===== src/design/msq_consts.svh =====
// Constants of the macro jog and speed sequencer: limits, defaults, timing.
// Assumes the includer also uses msq_pkg for the matching types.
`ifndef MSQ_CONSTS_SVH
`define MSQ_CONSTS_SVH
`define MSQ_CLK_HZ       28'hBEBC200
`define MSQ_MS_PER_S     32'h3E8
`define MSQ_TIME_MAX     13'h1388
`define MSQ_DEF_P2J      13'h01F4
`define MSQ_DEF_J2H      13'h03E8
`define MSQ_TRAVEL_MAX   23'h7FFFFF
`define MSQ_DEF_TRAVEL   23'h000001
`define MSQ_SPD_MAX      22'h3D0900
`define MSQ_DEF_JOG_SPD  22'h0003E8
`define MSQ_DEF_HIGH_SPD 22'h001388
`define MSQ_DEF_START    22'h0001F4
`define MSQ_DEF_OP_SPD   22'h0003E8
`define MSQ_RATE_MAX     30'h3B9ACA00
`define MSQ_DEF_RATE     30'h000F4240
`define MSQ_RATE_SHIFT   10
`define MSQ_TC_MAX       8'hC8
`define MSQ_DEF_TC       8'h01
`define MSQ_CUR_MAX      10'h3E8
`define MSQ_DEF_CUR      10'h3E8
`endif


===== src/design/msq_pkg.sv =====
// Types shared by the sequencer and its speed ramp.
// Assumes the constants header for all limits and defaults.
package msq_pkg;
    typedef logic [21:0] msq_speed_t;
    typedef logic [29:0] msq_rate_t;
    typedef enum logic [2:0] {
        IDLE, INCH, CJ_INCH, CJ_JOG, CJ_HIGH, CONT, SPD, STOP
    } msq_state_t;
endpackage


===== src/design/msq_ramp_if.sv =====
// Link between the sequencer state machine and its speed ramp.
// Assumes both ends share one clock and reset.
`timescale 1ns/1ps
interface msq_ramp_if;
    logic                run;
    logic                halt;
    logic                dir;
    msq_pkg::msq_speed_t target;
    msq_pkg::msq_rate_t  accel;
    msq_pkg::msq_rate_t  decel;
    msq_pkg::msq_speed_t start_spd;
    logic [7:0]          tc;
    msq_pkg::msq_speed_t speed;
    logic                at_rest;
    logic                ms_tick;
    logic                step;
    logic                step_dir;
    modport seq  (output run, halt, dir, target, accel, decel, start_spd,
                  tc, input speed, at_rest, ms_tick, step, step_dir);
    modport ramp (input run, halt, dir, target, accel, decel, start_spd,
                  tc, output speed, at_rest, ms_tick, step, step_dir);
endinterface


===== src/design/msq_ramp.sv =====
// Speed ramp, command filter and step generator of the sequencer.
// Assumes clean, range-checked settings from the sequencer.
`timescale 1ns/1ps
`include "msq_consts.svh"
module msq_ramp #(
    parameter int CYC_PER_MS = 200000
) (
    input  wire logic  clock,
    input  wire logic  reset_n,
    msq_ramp_if.ramp   rp
);
    logic [17:0]         ms_cnt, next_ms_cnt;
    msq_pkg::msq_speed_t ramp, next_ramp, filt, next_filt;
    logic [27:0]         acc, next_acc;
    logic                step, next_step, sdir, next_sdir;
    localparam logic [27:0] CLK_HZ = 28'(CYC_PER_MS * `MSQ_MS_PER_S);

    // Rate per millisecond, coarse division by a shift, never zero
    function automatic msq_pkg::msq_speed_t rate_step(msq_pkg::msq_rate_t r);
        msq_pkg::msq_rate_t t;
        t = r >> `MSQ_RATE_SHIFT;
        return (t == '0) ? 22'h000001 : t[21:0];
    endfunction

    // Filter weight from time constant, a cheap log2
    function automatic logic [2:0] tc_shift(logic [7:0] tc);
        logic [2:0] s;
        s = 3'h0;
        for (int i = 1; i < 8; i++)
            if (tc[i]) s = 3'(i);
        return s;
    endfunction

    assign rp.speed    = filt;
    assign rp.at_rest  = (ramp == '0) && (filt == '0);
    assign rp.ms_tick  = (ms_cnt == 18'(CYC_PER_MS - 1));
    assign rp.step     = step;
    assign rp.step_dir = sdir;

    // Next ramp, filter and step phase
    always_comb begin
        msq_pkg::msq_speed_t up, dn, diff, d;
        logic [28:0]         sum;
        up = rate_step(rp.accel);
        dn = rate_step(rp.decel);
        diff = '0;
        d = '0;
        sum = '0;
        next_ms_cnt = rp.ms_tick ? '0 : ms_cnt + 18'h00001;
        next_ramp = ramp;
        next_filt = filt;
        next_sdir = sdir;
        if (rp.run && ramp == '0 && filt == '0)
            next_sdir = rp.dir; // Reversal only from rest
        if (rp.halt) begin
            next_ramp = '0;
        end else if (rp.ms_tick && rp.run) begin
            if (ramp == '0 && rp.start_spd != '0) begin
                // Jump to starting speed, capped at target
                next_ramp = (rp.start_spd > rp.target) ? rp.target
                                                       : rp.start_spd;
            end else if (ramp < rp.target) begin
                next_ramp = (rp.target - ramp < up) ? rp.target
                                                    : ramp + up;
            end else if (ramp > rp.target) begin
                next_ramp = (ramp - rp.target < up) ? rp.target
                                                    : ramp - up;
            end
        end else if (rp.ms_tick) begin
            // Stop deceleration, cut at starting speed
            next_ramp = (ramp <= dn || ramp <= rp.start_spd) ? '0
                                                             : ramp - dn;
        end
        // One-pole command filter, always creeps to the ramp
        if (rp.halt) begin
            next_filt = '0;
        end else if (rp.ms_tick) begin
            diff = (ramp > filt) ? ramp - filt : filt - ramp;
            d = diff >> tc_shift(rp.tc);
            if (d == '0 && diff != '0) d = 22'h000001;
            next_filt = (ramp > filt) ? filt + d : filt - d;
        end
        // Phase accumulator turns speed in Hz into steps
        sum = {1'b0, acc} + {7'h00, filt};
        next_step = rp.halt ? 1'b0 : (sum >= {1'b0, CLK_HZ});
        if (rp.halt)
            next_acc = '0;
        else if (next_step)
            next_acc = sum[27:0] - CLK_HZ;
        else
            next_acc = sum[27:0];
    end

    // Ramp state registers
    always_ff @(posedge clock or negedge reset_n) begin
        if (!reset_n) begin
            ms_cnt <= '0;
            ramp   <= '0;
            filt   <= '0;
            acc    <= '0;
            step   <= 1'b0;
            sdir   <= 1'b0;
        end else begin
            ms_cnt <= next_ms_cnt;
            ramp   <= next_ramp;
            filt   <= next_filt;
            acc    <= next_acc;
            step   <= next_step;
            sdir   <= next_sdir;
        end
    end
endmodule // msq_ramp


===== src/design/msq_sequencer.sv =====
// Macro jog and speed sequencer: combined jog, inching, continuous and
// speed-control operation of a stepping motor driver.
// Assumes settings are held steady outside by stored configuration.
// How it works
// - Held combined jog runs inching, normal jog, high jog; release stops.
// - Inching changes to normal jog after first delay, 500 ms default.
// - Normal jog changes to high jog after second delay, 1000 ms default.
// - On start, ready drops and moving rises before motion.
// - Once stopped and at rest, ready rises and moving falls.
// - Inching travel 1 to 8388607 steps, default 1.
// - Inching and normal jog share one speed, default 1000 Hz.
// - High-speed jog has its own speed, default 5000 Hz.
// - Jog modes share one acceleration and deceleration rate.
// - Jog modes start at a starting speed, default 500 Hz.
// - Jog command smoothed by filter, 1 to 200 ms time constant.
// - Continuous mode runs at selected entry speed while input held.
// - Changing selected entry changes speed without stopping.
// - Release decelerates; same direction reasserted accelerates again.
// - Both continuous inputs together decelerate to stop.
// - Speed-control runs at selected speed, follows entry changes.
// - Speed-control stops on both inputs; release behaves as continuous.
// - Entry speed signed, -4000000 to 4000000 Hz, default 1000.
// - Entry starting and changing rate, default 1000000.
// - Entry stopping deceleration rate, default 1000000.
// - Entry operating current 0 to 1000 of base, default 1000.
// - Inching input rising edge moves travel amount, then stops.
`timescale 1ns/1ps
`include "msq_consts.svh"
module msq_sequencer #(
    parameter int CYC_PER_MS = `MSQ_CLK_HZ / `MSQ_MS_PER_S
) (
    input  wire logic        clock,
    input  wire logic        reset_n,
    input  wire logic        fwd_combined_jog_in,
    input  wire logic        rev_combined_jog_in,
    input  wire logic        fwd_continuous_in,
    input  wire logic        rev_continuous_in,
    input  wire logic        fwd_speed_ctrl_in,
    input  wire logic        rev_speed_ctrl_in,
    input  wire logic        fwd_inching_in,
    input  wire logic        rev_inching_in,
    input  wire logic [12:0] jogc_inch_to_jog_ms,
    input  wire logic [12:0] jogc_jog_to_high_ms,
    input  wire logic [22:0] jog_travel,
    input  wire logic [21:0] jog_speed,
    input  wire logic [21:0] jog_high_speed,
    input  wire logic [29:0] jog_accel,
    input  wire logic [21:0] jog_start_speed,
    input  wire logic [7:0]  jog_filter_ms,
    input  wire logic [9:0]  jog_current,
    input  wire logic [21:0] base_start_speed,
    input  wire logic [22:0] op_speed,
    input  wire logic [29:0] op_rate,
    input  wire logic [29:0] op_decel,
    input  wire logic [9:0]  op_current,
    output logic             ready,
    output logic             moving,
    output logic             inching_phase,
    output logic             high_speed_jog_phase,
    output logic             step_pulse,
    output logic             step_dir,
    output logic [21:0]      cur_speed,
    output logic [9:0]       drive_current
);
    msq_ramp_if rp ();

    logic [7:0]          s1, s2, s3, clean, next_clean, prev, next_prev;
    msq_pkg::msq_state_t state, next_state;
    logic                dir, next_dir, inch_done, next_inch_done;
    logic [12:0]         timer, next_timer;
    logic [22:0]         steps, next_steps;
    logic                next_ready, next_hs;
    logic [9:0]          next_cur;
    logic                step_q, sdir_q;
    logic [21:0]         speed_q;
    logic                cj_f, cj_r, ct_f, ct_r, sc_f, sc_r, in_f, in_r;
    logic                cont_mode, next_cont_mode;

    // Out-of-range speed falls back to its default
    function automatic msq_pkg::msq_speed_t fix_spd(
        msq_pkg::msq_speed_t v, msq_pkg::msq_speed_t d, logic zero_ok);
        return ((v == '0 && !zero_ok) || v > `MSQ_SPD_MAX) ? d : v;
    endfunction

    // Out-of-range rate falls back to its default
    function automatic msq_pkg::msq_rate_t fix_rate(msq_pkg::msq_rate_t v);
        return (v == '0 || v > `MSQ_RATE_MAX) ? `MSQ_DEF_RATE : v;
    endfunction

    // Out-of-range delay falls back to its default
    function automatic logic [12:0] fix_time(logic [12:0] v,
                                             logic [12:0] d);
        return (v == '0 || v > `MSQ_TIME_MAX) ? d : v;
    endfunction

    // Out-of-range current falls back to full base current
    function automatic logic [9:0] fix_cur(logic [9:0] v);
        return (v > `MSQ_CUR_MAX) ? `MSQ_DEF_CUR : v;
    endfunction

    // Clean level per input, pin noise filtered by agreement
    assign {cj_f, cj_r, ct_f, ct_r, sc_f, sc_r, in_f, in_r} = clean;

    // Synchroniser and debounce; s1 feeds s2 only
    always_comb begin
        next_clean = (clean & ~(s2 ~^ s3)) | (s3 & (s2 ~^ s3));
        next_prev  = clean;
    end

    always_ff @(posedge clock or negedge reset_n) begin
        if (!reset_n) begin
            s1    <= '0;
            s2    <= '0;
            s3    <= '0;
            clean <= '0;
            prev  <= '0;
        end else begin
            s1    <= {fwd_combined_jog_in, rev_combined_jog_in,
                      fwd_continuous_in, rev_continuous_in,
                      fwd_speed_ctrl_in, rev_speed_ctrl_in,
                      fwd_inching_in, rev_inching_in};
            s2    <= s1;
            s3    <= s2;
            clean <= next_clean;
            prev  <= next_prev;
        end
    end

    // Ramp settings follow the running mode
    always_comb begin
        logic [21:0] op_mag;
        op_mag = op_speed[22] ? 22'(-op_speed) : op_speed[21:0];
        rp.run = 1'b0;
        rp.halt = 1'b0;
        rp.dir = dir;
        rp.target = fix_spd(jog_speed, `MSQ_DEF_JOG_SPD, 1'b0);
        rp.accel = fix_rate(jog_accel);
        rp.decel = fix_rate(jog_accel);
        rp.start_spd = fix_spd(jog_start_speed, `MSQ_DEF_START, 1'b1);
        rp.tc = (jog_filter_ms == '0 || jog_filter_ms > `MSQ_TC_MAX)
                ? `MSQ_DEF_TC : jog_filter_ms;
        case (state)
            msq_pkg::INCH, msq_pkg::CJ_INCH: begin
                rp.run  = !inch_done;
                rp.halt = inch_done; // Exact travel, no overshoot
            end
            msq_pkg::CJ_JOG:
                rp.run = 1'b1;
            msq_pkg::CJ_HIGH: begin
                rp.run = 1'b1;
                rp.target = fix_spd(jog_high_speed, `MSQ_DEF_HIGH_SPD,
                                    1'b0);
            end
            default:
                rp.run = (state == msq_pkg::CONT) || (state == msq_pkg::SPD);
        endcase
        if (cont_mode) begin
            // Selected entry drives speed and rates
            rp.target = fix_spd(op_mag, `MSQ_DEF_OP_SPD, 1'b1);
            rp.dir = dir ^ op_speed[22];
            rp.accel = fix_rate(op_rate);
            rp.decel = fix_rate(op_decel);
            rp.start_spd = fix_spd(base_start_speed, `MSQ_DEF_START, 1'b1);
            rp.tc = `MSQ_DEF_TC;
        end
    end

    msq_ramp #(
        .CYC_PER_MS (CYC_PER_MS)
    ) u_ramp (
        .clock   (clock),
        .reset_n (reset_n),
        .rp      (rp)
    );

    // Mode sequencing
    always_comb begin
        next_state = state;
        next_dir = dir;
        next_cont_mode = cont_mode;
        next_inch_done = inch_done;
        next_timer = timer;
        next_steps = steps;
        if (rp.step && steps != '1)
            next_steps = steps + 23'h000001;
        if (rp.ms_tick && timer != '1)
            next_timer = timer + 13'h0001;
        if (inching_phase &&
            next_steps >= ((jog_travel == '0) ? `MSQ_DEF_TRAVEL
                                              : jog_travel))
            next_inch_done = 1'b1;
        case (state)
            msq_pkg::IDLE: begin
                next_steps = '0;
                next_timer = '0;
                next_inch_done = 1'b0;
                next_cont_mode = 1'b0;
                // Starts only from rest; host waits for ready
                if (rp.at_rest) begin
                    if (cj_f ^ cj_r) begin
                        next_state = msq_pkg::CJ_INCH;
                        next_dir = cj_r;
                    end else if (cj_f && cj_r) begin
                        next_state = msq_pkg::IDLE; // Both held
                    end else if (ct_f ^ ct_r) begin
                        next_state = msq_pkg::CONT;
                        next_dir = ct_r;
                        next_cont_mode = 1'b1;
                    end else if (sc_f ^ sc_r) begin
                        next_state = msq_pkg::SPD;
                        next_dir = sc_r;
                        next_cont_mode = 1'b1;
                    end else if ((in_f && !prev[1]) ||
                                 (in_r && !prev[0])) begin
                        next_state = msq_pkg::INCH; // Rising edge only
                        next_dir = in_r && !prev[0] && !in_f;
                    end
                end
            end
            msq_pkg::INCH:
                if (inch_done && rp.at_rest)
                    next_state = msq_pkg::IDLE;
            msq_pkg::CJ_INCH, msq_pkg::CJ_JOG, msq_pkg::CJ_HIGH: begin
                if (!(cj_f ^ cj_r)) begin
                    next_state = msq_pkg::STOP; // Release or both
                end else if (state == msq_pkg::CJ_INCH && timer >=
                    fix_time(jogc_inch_to_jog_ms, `MSQ_DEF_P2J)) begin
                    next_state = msq_pkg::CJ_JOG;
                    next_timer = '0;
                end else if (state == msq_pkg::CJ_JOG && timer >=
                    fix_time(jogc_jog_to_high_ms, `MSQ_DEF_J2H)) begin
                    next_state = msq_pkg::CJ_HIGH;
                end
            end
            msq_pkg::CONT:
                if ((ct_f && ct_r) || (dir ? !ct_r : !ct_f))
                    next_state = msq_pkg::STOP;
            msq_pkg::SPD:
                if ((sc_f && sc_r) || (dir ? !sc_r : !sc_f))
                    next_state = msq_pkg::STOP;
            default: begin
                // Same direction alone resumes during deceleration
                if (cont_mode && !steps[0] && rp.speed != '0 &&
                    state == msq_pkg::STOP) begin
                    if (ct_f ^ ct_r && ct_r == dir && !sc_f && !sc_r)
                        next_state = msq_pkg::CONT;
                    else if (sc_f ^ sc_r && sc_r == dir && !ct_f && !ct_r)
                        next_state = msq_pkg::SPD;
                end
                if (rp.at_rest)
                    next_state = msq_pkg::IDLE;
            end
        endcase
        if (cont_mode)
            next_steps = '0; // Step count unused outside inching
        // Status follows the coming state
        next_ready = (next_state == msq_pkg::IDLE) && rp.at_rest &&
                     (state == msq_pkg::IDLE || state == msq_pkg::STOP ||
                      state == msq_pkg::INCH);
        next_hs = (next_state == msq_pkg::CJ_HIGH);
        next_cur = fix_cur(next_cont_mode ? op_current : jog_current);
    end

    // Sequencer registers and registered outputs
    always_ff @(posedge clock or negedge reset_n) begin
        if (!reset_n) begin
            state                <= msq_pkg::IDLE;
            dir                  <= 1'b0;
            cont_mode            <= 1'b0;
            inch_done            <= 1'b0;
            timer                <= '0;
            steps                <= '0;
            ready                <= 1'b0;
            moving               <= 1'b0;
            inching_phase        <= 1'b0;
            high_speed_jog_phase <= 1'b0;
            drive_current        <= '0;
            step_q               <= 1'b0;
            sdir_q               <= 1'b0;
            speed_q              <= '0;
        end else begin
            state                <= next_state;
            dir                  <= next_dir;
            cont_mode            <= next_cont_mode;
            inch_done            <= next_inch_done;
            timer                <= next_timer;
            steps                <= next_steps;
            ready                <= next_ready;
            moving               <= !next_ready;
            inching_phase        <= (next_state == msq_pkg::CJ_INCH) ||
                                    (next_state == msq_pkg::INCH);
            high_speed_jog_phase <= next_hs;
            drive_current        <= next_cur;
            step_q               <= rp.step;
            sdir_q               <= rp.step_dir;
            speed_q              <= rp.speed;
        end
    end

    assign step_pulse = step_q;
    assign step_dir   = sdir_q;
    assign cur_speed  = speed_q;
endmodule // msq_sequencer


===== config.mk =====
export PLATFORM = sky130hd
export DESIGN_NAME = msq_sequencer
export DESIGN_NICKNAME = d
export VERILOG_FILES = /design/src/design/msq_pkg.sv /design/src/design/msq_ramp_if.sv /design/src/design/msq_ramp.sv /design/src/design/msq_sequencer.sv
export VERILOG_INCLUDE_DIRS = /design/src /design/src/design
export SDC_FILE = /design/constraint.sdc
export NUM_CORES = 1
export LEC_CHECK = 0
export BUFFER_PORTS_ARGS = -buffer_cell sky130_fd_sc_hd__buf_4
export CORE_MARGIN = 3
export CORE_UTILIZATION = 25
export DETAILED_ROUTE_END_ITERATION = 10
export SETUP_SLACK_MARGIN = 0.1
export SKIP_LAST_GASP = 1
export SYNTH_ARGS = -nofsm -noshare
export SYNTH_HDL_FRONTEND = slang
export SYNTH_SLANG_ARGS = --single-unit

===== constraint.sdc =====
create_clock -name clock -period 7.45 [get_ports clock]
set_clock_uncertainty 0.1 [all_clocks]
set_input_delay 0.3725 -clock clock [delete_from_list [all_inputs] [get_ports clock]]
set_output_delay 0.3725 -clock clock [all_outputs]
set_load 0.1 [all_outputs]

==> PnR_summary.wiki <==
{| class="wikitable"
! Metric !! Value
|-
| Max Cap Viol || 0
|-
| TritonCTS clock tree || yes
|-
| RSZ-0062 raised after global routing || true
|-
| Filler cells || ~11000
|-
| First-pass GRT wire length || between 150000 and 200000 um
|-
| Setup WS pre-CTS || -0.921 ns
|-
| F_max || about 0.13 GHz
|-
| Dominant synthesized flop cell || dfrtp_1
|-
| Final min period || just under 8 ns
|-
| Post-synthesis cell count || between 3000 and 4000
|-
| Bufs and invs on worst path || 6
|-
| Syn nets || just over 4000
|-
| CP Max Fanout || 3
|-
| Largest incremental delay on the critical path || approximately 0.44 ns
|-
| Final weighted congestion in routability-driven placement || a little over 1
|-
| Reg-to-reg critical path endpoint || u_ramp.rp.speed[21]$_DFFE_PN0P_
|-
| Critical path launch point || u_ramp.rp.speed[0]$_DFFE_PN0P_
|-
| Detailed-route vias per instance || roughly 5.3
|-
| Sequential element share of the synthesized area || 0.192
|-
| Crit path DAT || 8.10 ns
|-
| Area share of the leading cell type in the synthesized netlist || 0.192
|-
| Kind of end point of the critical path || flip-flop
|-
| Worst path slowest cell || dfrtp_2
|-
| Ports || ~330
|-
| Area of the multi-input gates || approximately 0.022 mm^2
|-
| Fin worst setup slack || -0.293 ns
|-
| Count of port buffers added during placement || 325
|-
| End point of the critical path || u_ramp.rp.speed[21]$_DFFE_PN0P_
|-
| Drt pass-1 iters || 6
|-
| Distinct cells, synth || between 100 and 150
|-
| Half-perimeter wire length after placement || approximately 97000 um
|-
| Fraction of power consumed by combinational cells || 0.378
|-
| Count of clock tree sinks || between 200 and 250
|-
| Count of endpoints failing setup in the final report || 3
|-
| Static leakage power || between 15 and 20 nW
|-
| Die area || 0.111 mm^2
|-
| Number of nets in the layout || a little over 5000
|-
| Cell-internal power || 2.58 mW
|-
| Drt first-iter violations || around 2500
|-
| Critical path launch point type || flip-flop
|-
| Largest net degree at the start of global routing || 94
|-
| Global Route Usage Sum || 0.203
|-
| Failing checks || negative setup slack
|-
| Total length of routed wires || approximately 120000 um
|-
| Count of standard-cell rows || 119
|-
| Synth Register Bits || 206
|-
| Sw power || approximately 1.3 mW
|-
| Transition time of the tightest slew-check pin || ~1.2 ns
|-
| Initial antenna violation count || 3
|-
| Cell type contributing the most total cell area after synthesis || dfrtp_1
|-
| Area taken by flip-flops and latches || approximately 0.0052 mm^2
|-
| Worst-case vdd ir drop || between 0.0001 and 0.00015 V
|-
| Cell at the root of the clock tree || clkbuf_16
|-
| Final Instance Count excl. Fillers || approximately 5900
|-
| TritonCTS buffer count || 27
|-
| Asr flop ratio synth || 1.00
|-
| Combined area of all synthesized cells || 0.0268 mm^2
|-
| Wire length on met2 || between 50000 and 60000 um
|-
| DIE WIDTH || roughly 330 um
|-
| Cell depth of the worst flop-to-flop path || 37
|-
| Pwr dens || roughly 100 mW/mm^2
|-
| DR DRC count || 0
|-
| Average footprint of a synthesized cell || 7.64 um^2
|-
| Clock latency of the later-clocked register in the worst-skew pair || approximately 0.57 ns
|-
| Switch share || 0.341
|-
| Final number of hold-violating endpoints || 0
|-
| Via count || 31200
|-
| Routed length per instance || slightly above 20 um
|-
| Number of enable flip-flop cells after synthesis || 0
|-
| Total negative slack || -0.468 ns
|-
| Data required time at the worst endpoint || ~8 ns
|-
| Met3 wire length || 8350 um
|-
| Hold WC Path Type || input pin to flip-flop
|-
| Grt ovf || 0
|-
| Yosys synthesis warning count || 0
|-
| Maximum count of clock buffers along a single path || 3
|-
| Cell occurring most often along the worst timing path || buf_4
|-
| Core Area || about 0.11 mm^2
|-
| Worst R2R Start || u_ramp.rp.speed[0]$_DFFE_PN0P_
|-
| Wire length the detailed router placed on met1 || about 52000 um
|-
| H-tree lvl count || 1
|-
| Total non-filler cell area in the finished layout || 0.0383 mm^2
|-
| Critical path class || flip-flop to flip-flop
|-
| Placement-stage cell area || around 0.035 mm^2
|-
| Largest delay contributor family on the critical path || compound AO/OA/AOI/OAI gates
|-
| Die extent in y || ~330 um
|-
| Fraction of layout cells with a size suffix above 1 || 0.296
|-
| Vias in the first global route || about 30000
|-
| Initial Utilization || 0.253
|-
| Area Growth Syn to Fin || 42.8%
|-
| Top metal layer carrying routed signals || met5
|-
| Outcome || complete, but fails checks
|-
| # placed instances || about 5700
|-
| Clock input transition at the sequential cells of the worst setup and hold paths || roughly 0.060 ns
|-
| Top post-synthesis cells by area || dfrtp_1 19%, ha_1 15%, a21oi_1 5.5%
|-
| Final worst path period share || 1.04
|-
| Register-to-register path setup slack || -0.29 ns
|-
| Clock network power share || 0.330
|-
| CP Depth || 37
|-
| Fraction of power consumed by sequential logic || 0.293
|-
| Max_slew headroom || 0.192
|-
| DRT antenna net count || 0
|-
| Number of max-slew violations in the final report || 0
|}
-- layout by cell type (no fill, tap or decap), types with 17 or more instances in the layout --
cell type / netlist / routed
o21a_1: 41 / 41
nand3_1: 112 / 107
dfrtp_1: 206 / 193
nor2_1: 316 / 310
o211ai_1: 24 / 24
and2_1: 28 / 26
o21bai_1: 31 / 28
nor4_1: 59 / 57
ha_4: 0 / 17
a21oi_1: 297 / 258
nand2b_1: 54 / 52
and3_1: 41 / 39
xor2_1: 99 / 98
ha_1: 329 / 309
nor2b_1: 76 / 68
buf_4: 5 / 957
o21ai_2: 1 / 22
a211oi_1: 34 / 27
a31oi_1: 29 / 26
buf_6: 2 / 30
clkbuf_16: 0 / 27
inv_1: 233 / 224
o21ai_0: 183 / 139
nor3_1: 95 / 89
nand2_1: 278 / 268
dlygate4sd3_1: 0 / 28
o22ai_1: 35 / 30
a21o_1: 90 / 90
mux2i_1: 45 / 40
o21ai_1: 7 / 28
or2_2: 21 / 20
or3_1: 34 / 33
xnor2_1: 122 / 119
a22oi_1: 80 / 77
a21oi_2: 0 / 34
a22o_1: 17 / 17
nand4_1: 82 / 82
-- worst min path at each step --
stage / slack [ns] / depth (start not counted) / end / startpoint
after global routing: 0.07 / 4 / drive_current[3]$_DFF_PN0_ / jog_current[3]
after CTS: 0.03 / 4 / drive_current[3]$_DFF_PN0_ / jog_current[3]
after detailed placement: 0.24 / 0 / s2[0]$_DFF_PN0_ / s1[0]$_DFF_PN0_
after global placement: 0.23 / 0 / s2[0]$_DFF_PN0_ / s1[0]$_DFF_PN0_
final: 0.07 / 4 / drive_current[3]$_DFF_PN0_ / jog_current[3]
after floorplan: -0.02 / 0 / asynchronous set/reset pin / reset_n
-- registers in the layout (all words and copies together) (netlist names), 8 cells and up, named ones only --
name,count
u_ramp.rp.speed,22
drive_current,10
s2,8
steps,23
s1,8
s3,8
cur_speed,22
u_ramp.ms_cnt,18
timer,13
u_ramp.acc,28
u_ramp.ramp,22
-- power groups by stage --
stage / clock network (mW) / registers, mW / logic, mW
floorplan: 0 / 1.18 / 0.646
detailed placement: 0 / 1.17 / 1.28
global route: 1.39 / 1.15 / 1.59
finish: 1.29 / 1.15 / 1.48
global placement: 0 / 1.17 / 1.28
CTS: 1.34 / 1.15 / 1.35
-- layer usage --
metal | track usage | up-vias
met1 | 0.271 | 15000
met5 | 0 | -
met2 | 0.330 | 1202
li1 | - | 14800
met4 | 0.0764 | 2
met3 | 0.0299 | 229
-- final cells by class --
class / count / area share
antenna: 3 / 0.000196
clock inverter: 9 / 0.00219
timing repair buffer: 1027 / 0.210
clock buffer: 38 / 0.0203
inverter: 235 / 0.0231
tap: 1391 / 0.0454
sequential: 206 / 0.135
multi-input combinational: 2953 / 0.564
-- through the flow --
stage	hold slack, ns	power (mW)	utilization
after CTS	0.0279	3.83	0.352
after global placement	0.233	2.45	0.334
final	0.0709	3.91	0.362
after global routing	0.0744	4.12	0.362
after detailed placement	0.236	2.45	0.334
after floorplan	-0.0231	1.83	-
-- repair_timing --
action / CTS / global route
gates resized for setup: 108 / 205
cloned: 1 / 1
setup buffers: 30 / 37
hold buffers: 28 / 0
hold endpoints to repair: 109 / 0
endpoints found under the setup margin: 29 / 32
pin swaps: 72 / 156
-- cell families (layout without fill, tap and decap cells) --
group | after synthesis | count (layout) | synth area share
DFF | 206 | 206 | 0.192
adders and majority gates | 346 | 346 | 0.163
xor gates and xnor gates | 225 | 225 | 0.0746
AOI/OAI and AO/OA | 1071 | 1071 | 0.264
muxes | 55 | 55 | 0.0210
other | 0 | 3 | 0
and+or+nand+nor | 1256 | 1256 | 0.233
buffers and inverters | 354 | 1309 | 0.0515
-- Yosys cell counts, drive strengths merged (60+ instances only) --
cell type,count
a21oi,298
nand2,278
nor3,96
a22oi,80
inv,234
clkbuf,86
dfrtp,206
nor2b,76
xnor2,126
nand4,83
ha,329
nor4,60
o21ai,191
nor2,316
a21o,90
xor2,99
nand3,112
-- worst register-to-register path, delay by kind of cell (launching register included) --
kind                       cells  cell delay [ns]
muxes                          3             0.77
adders and majority gates      3             0.75
DFF                            1             0.44
AOI/OAI and AO/OA             17             3.29
buffers and inverters          6             0.74
and+or+nand+nor                8             1.55
No activity file was read; power rests on OpenSTA's default activity.
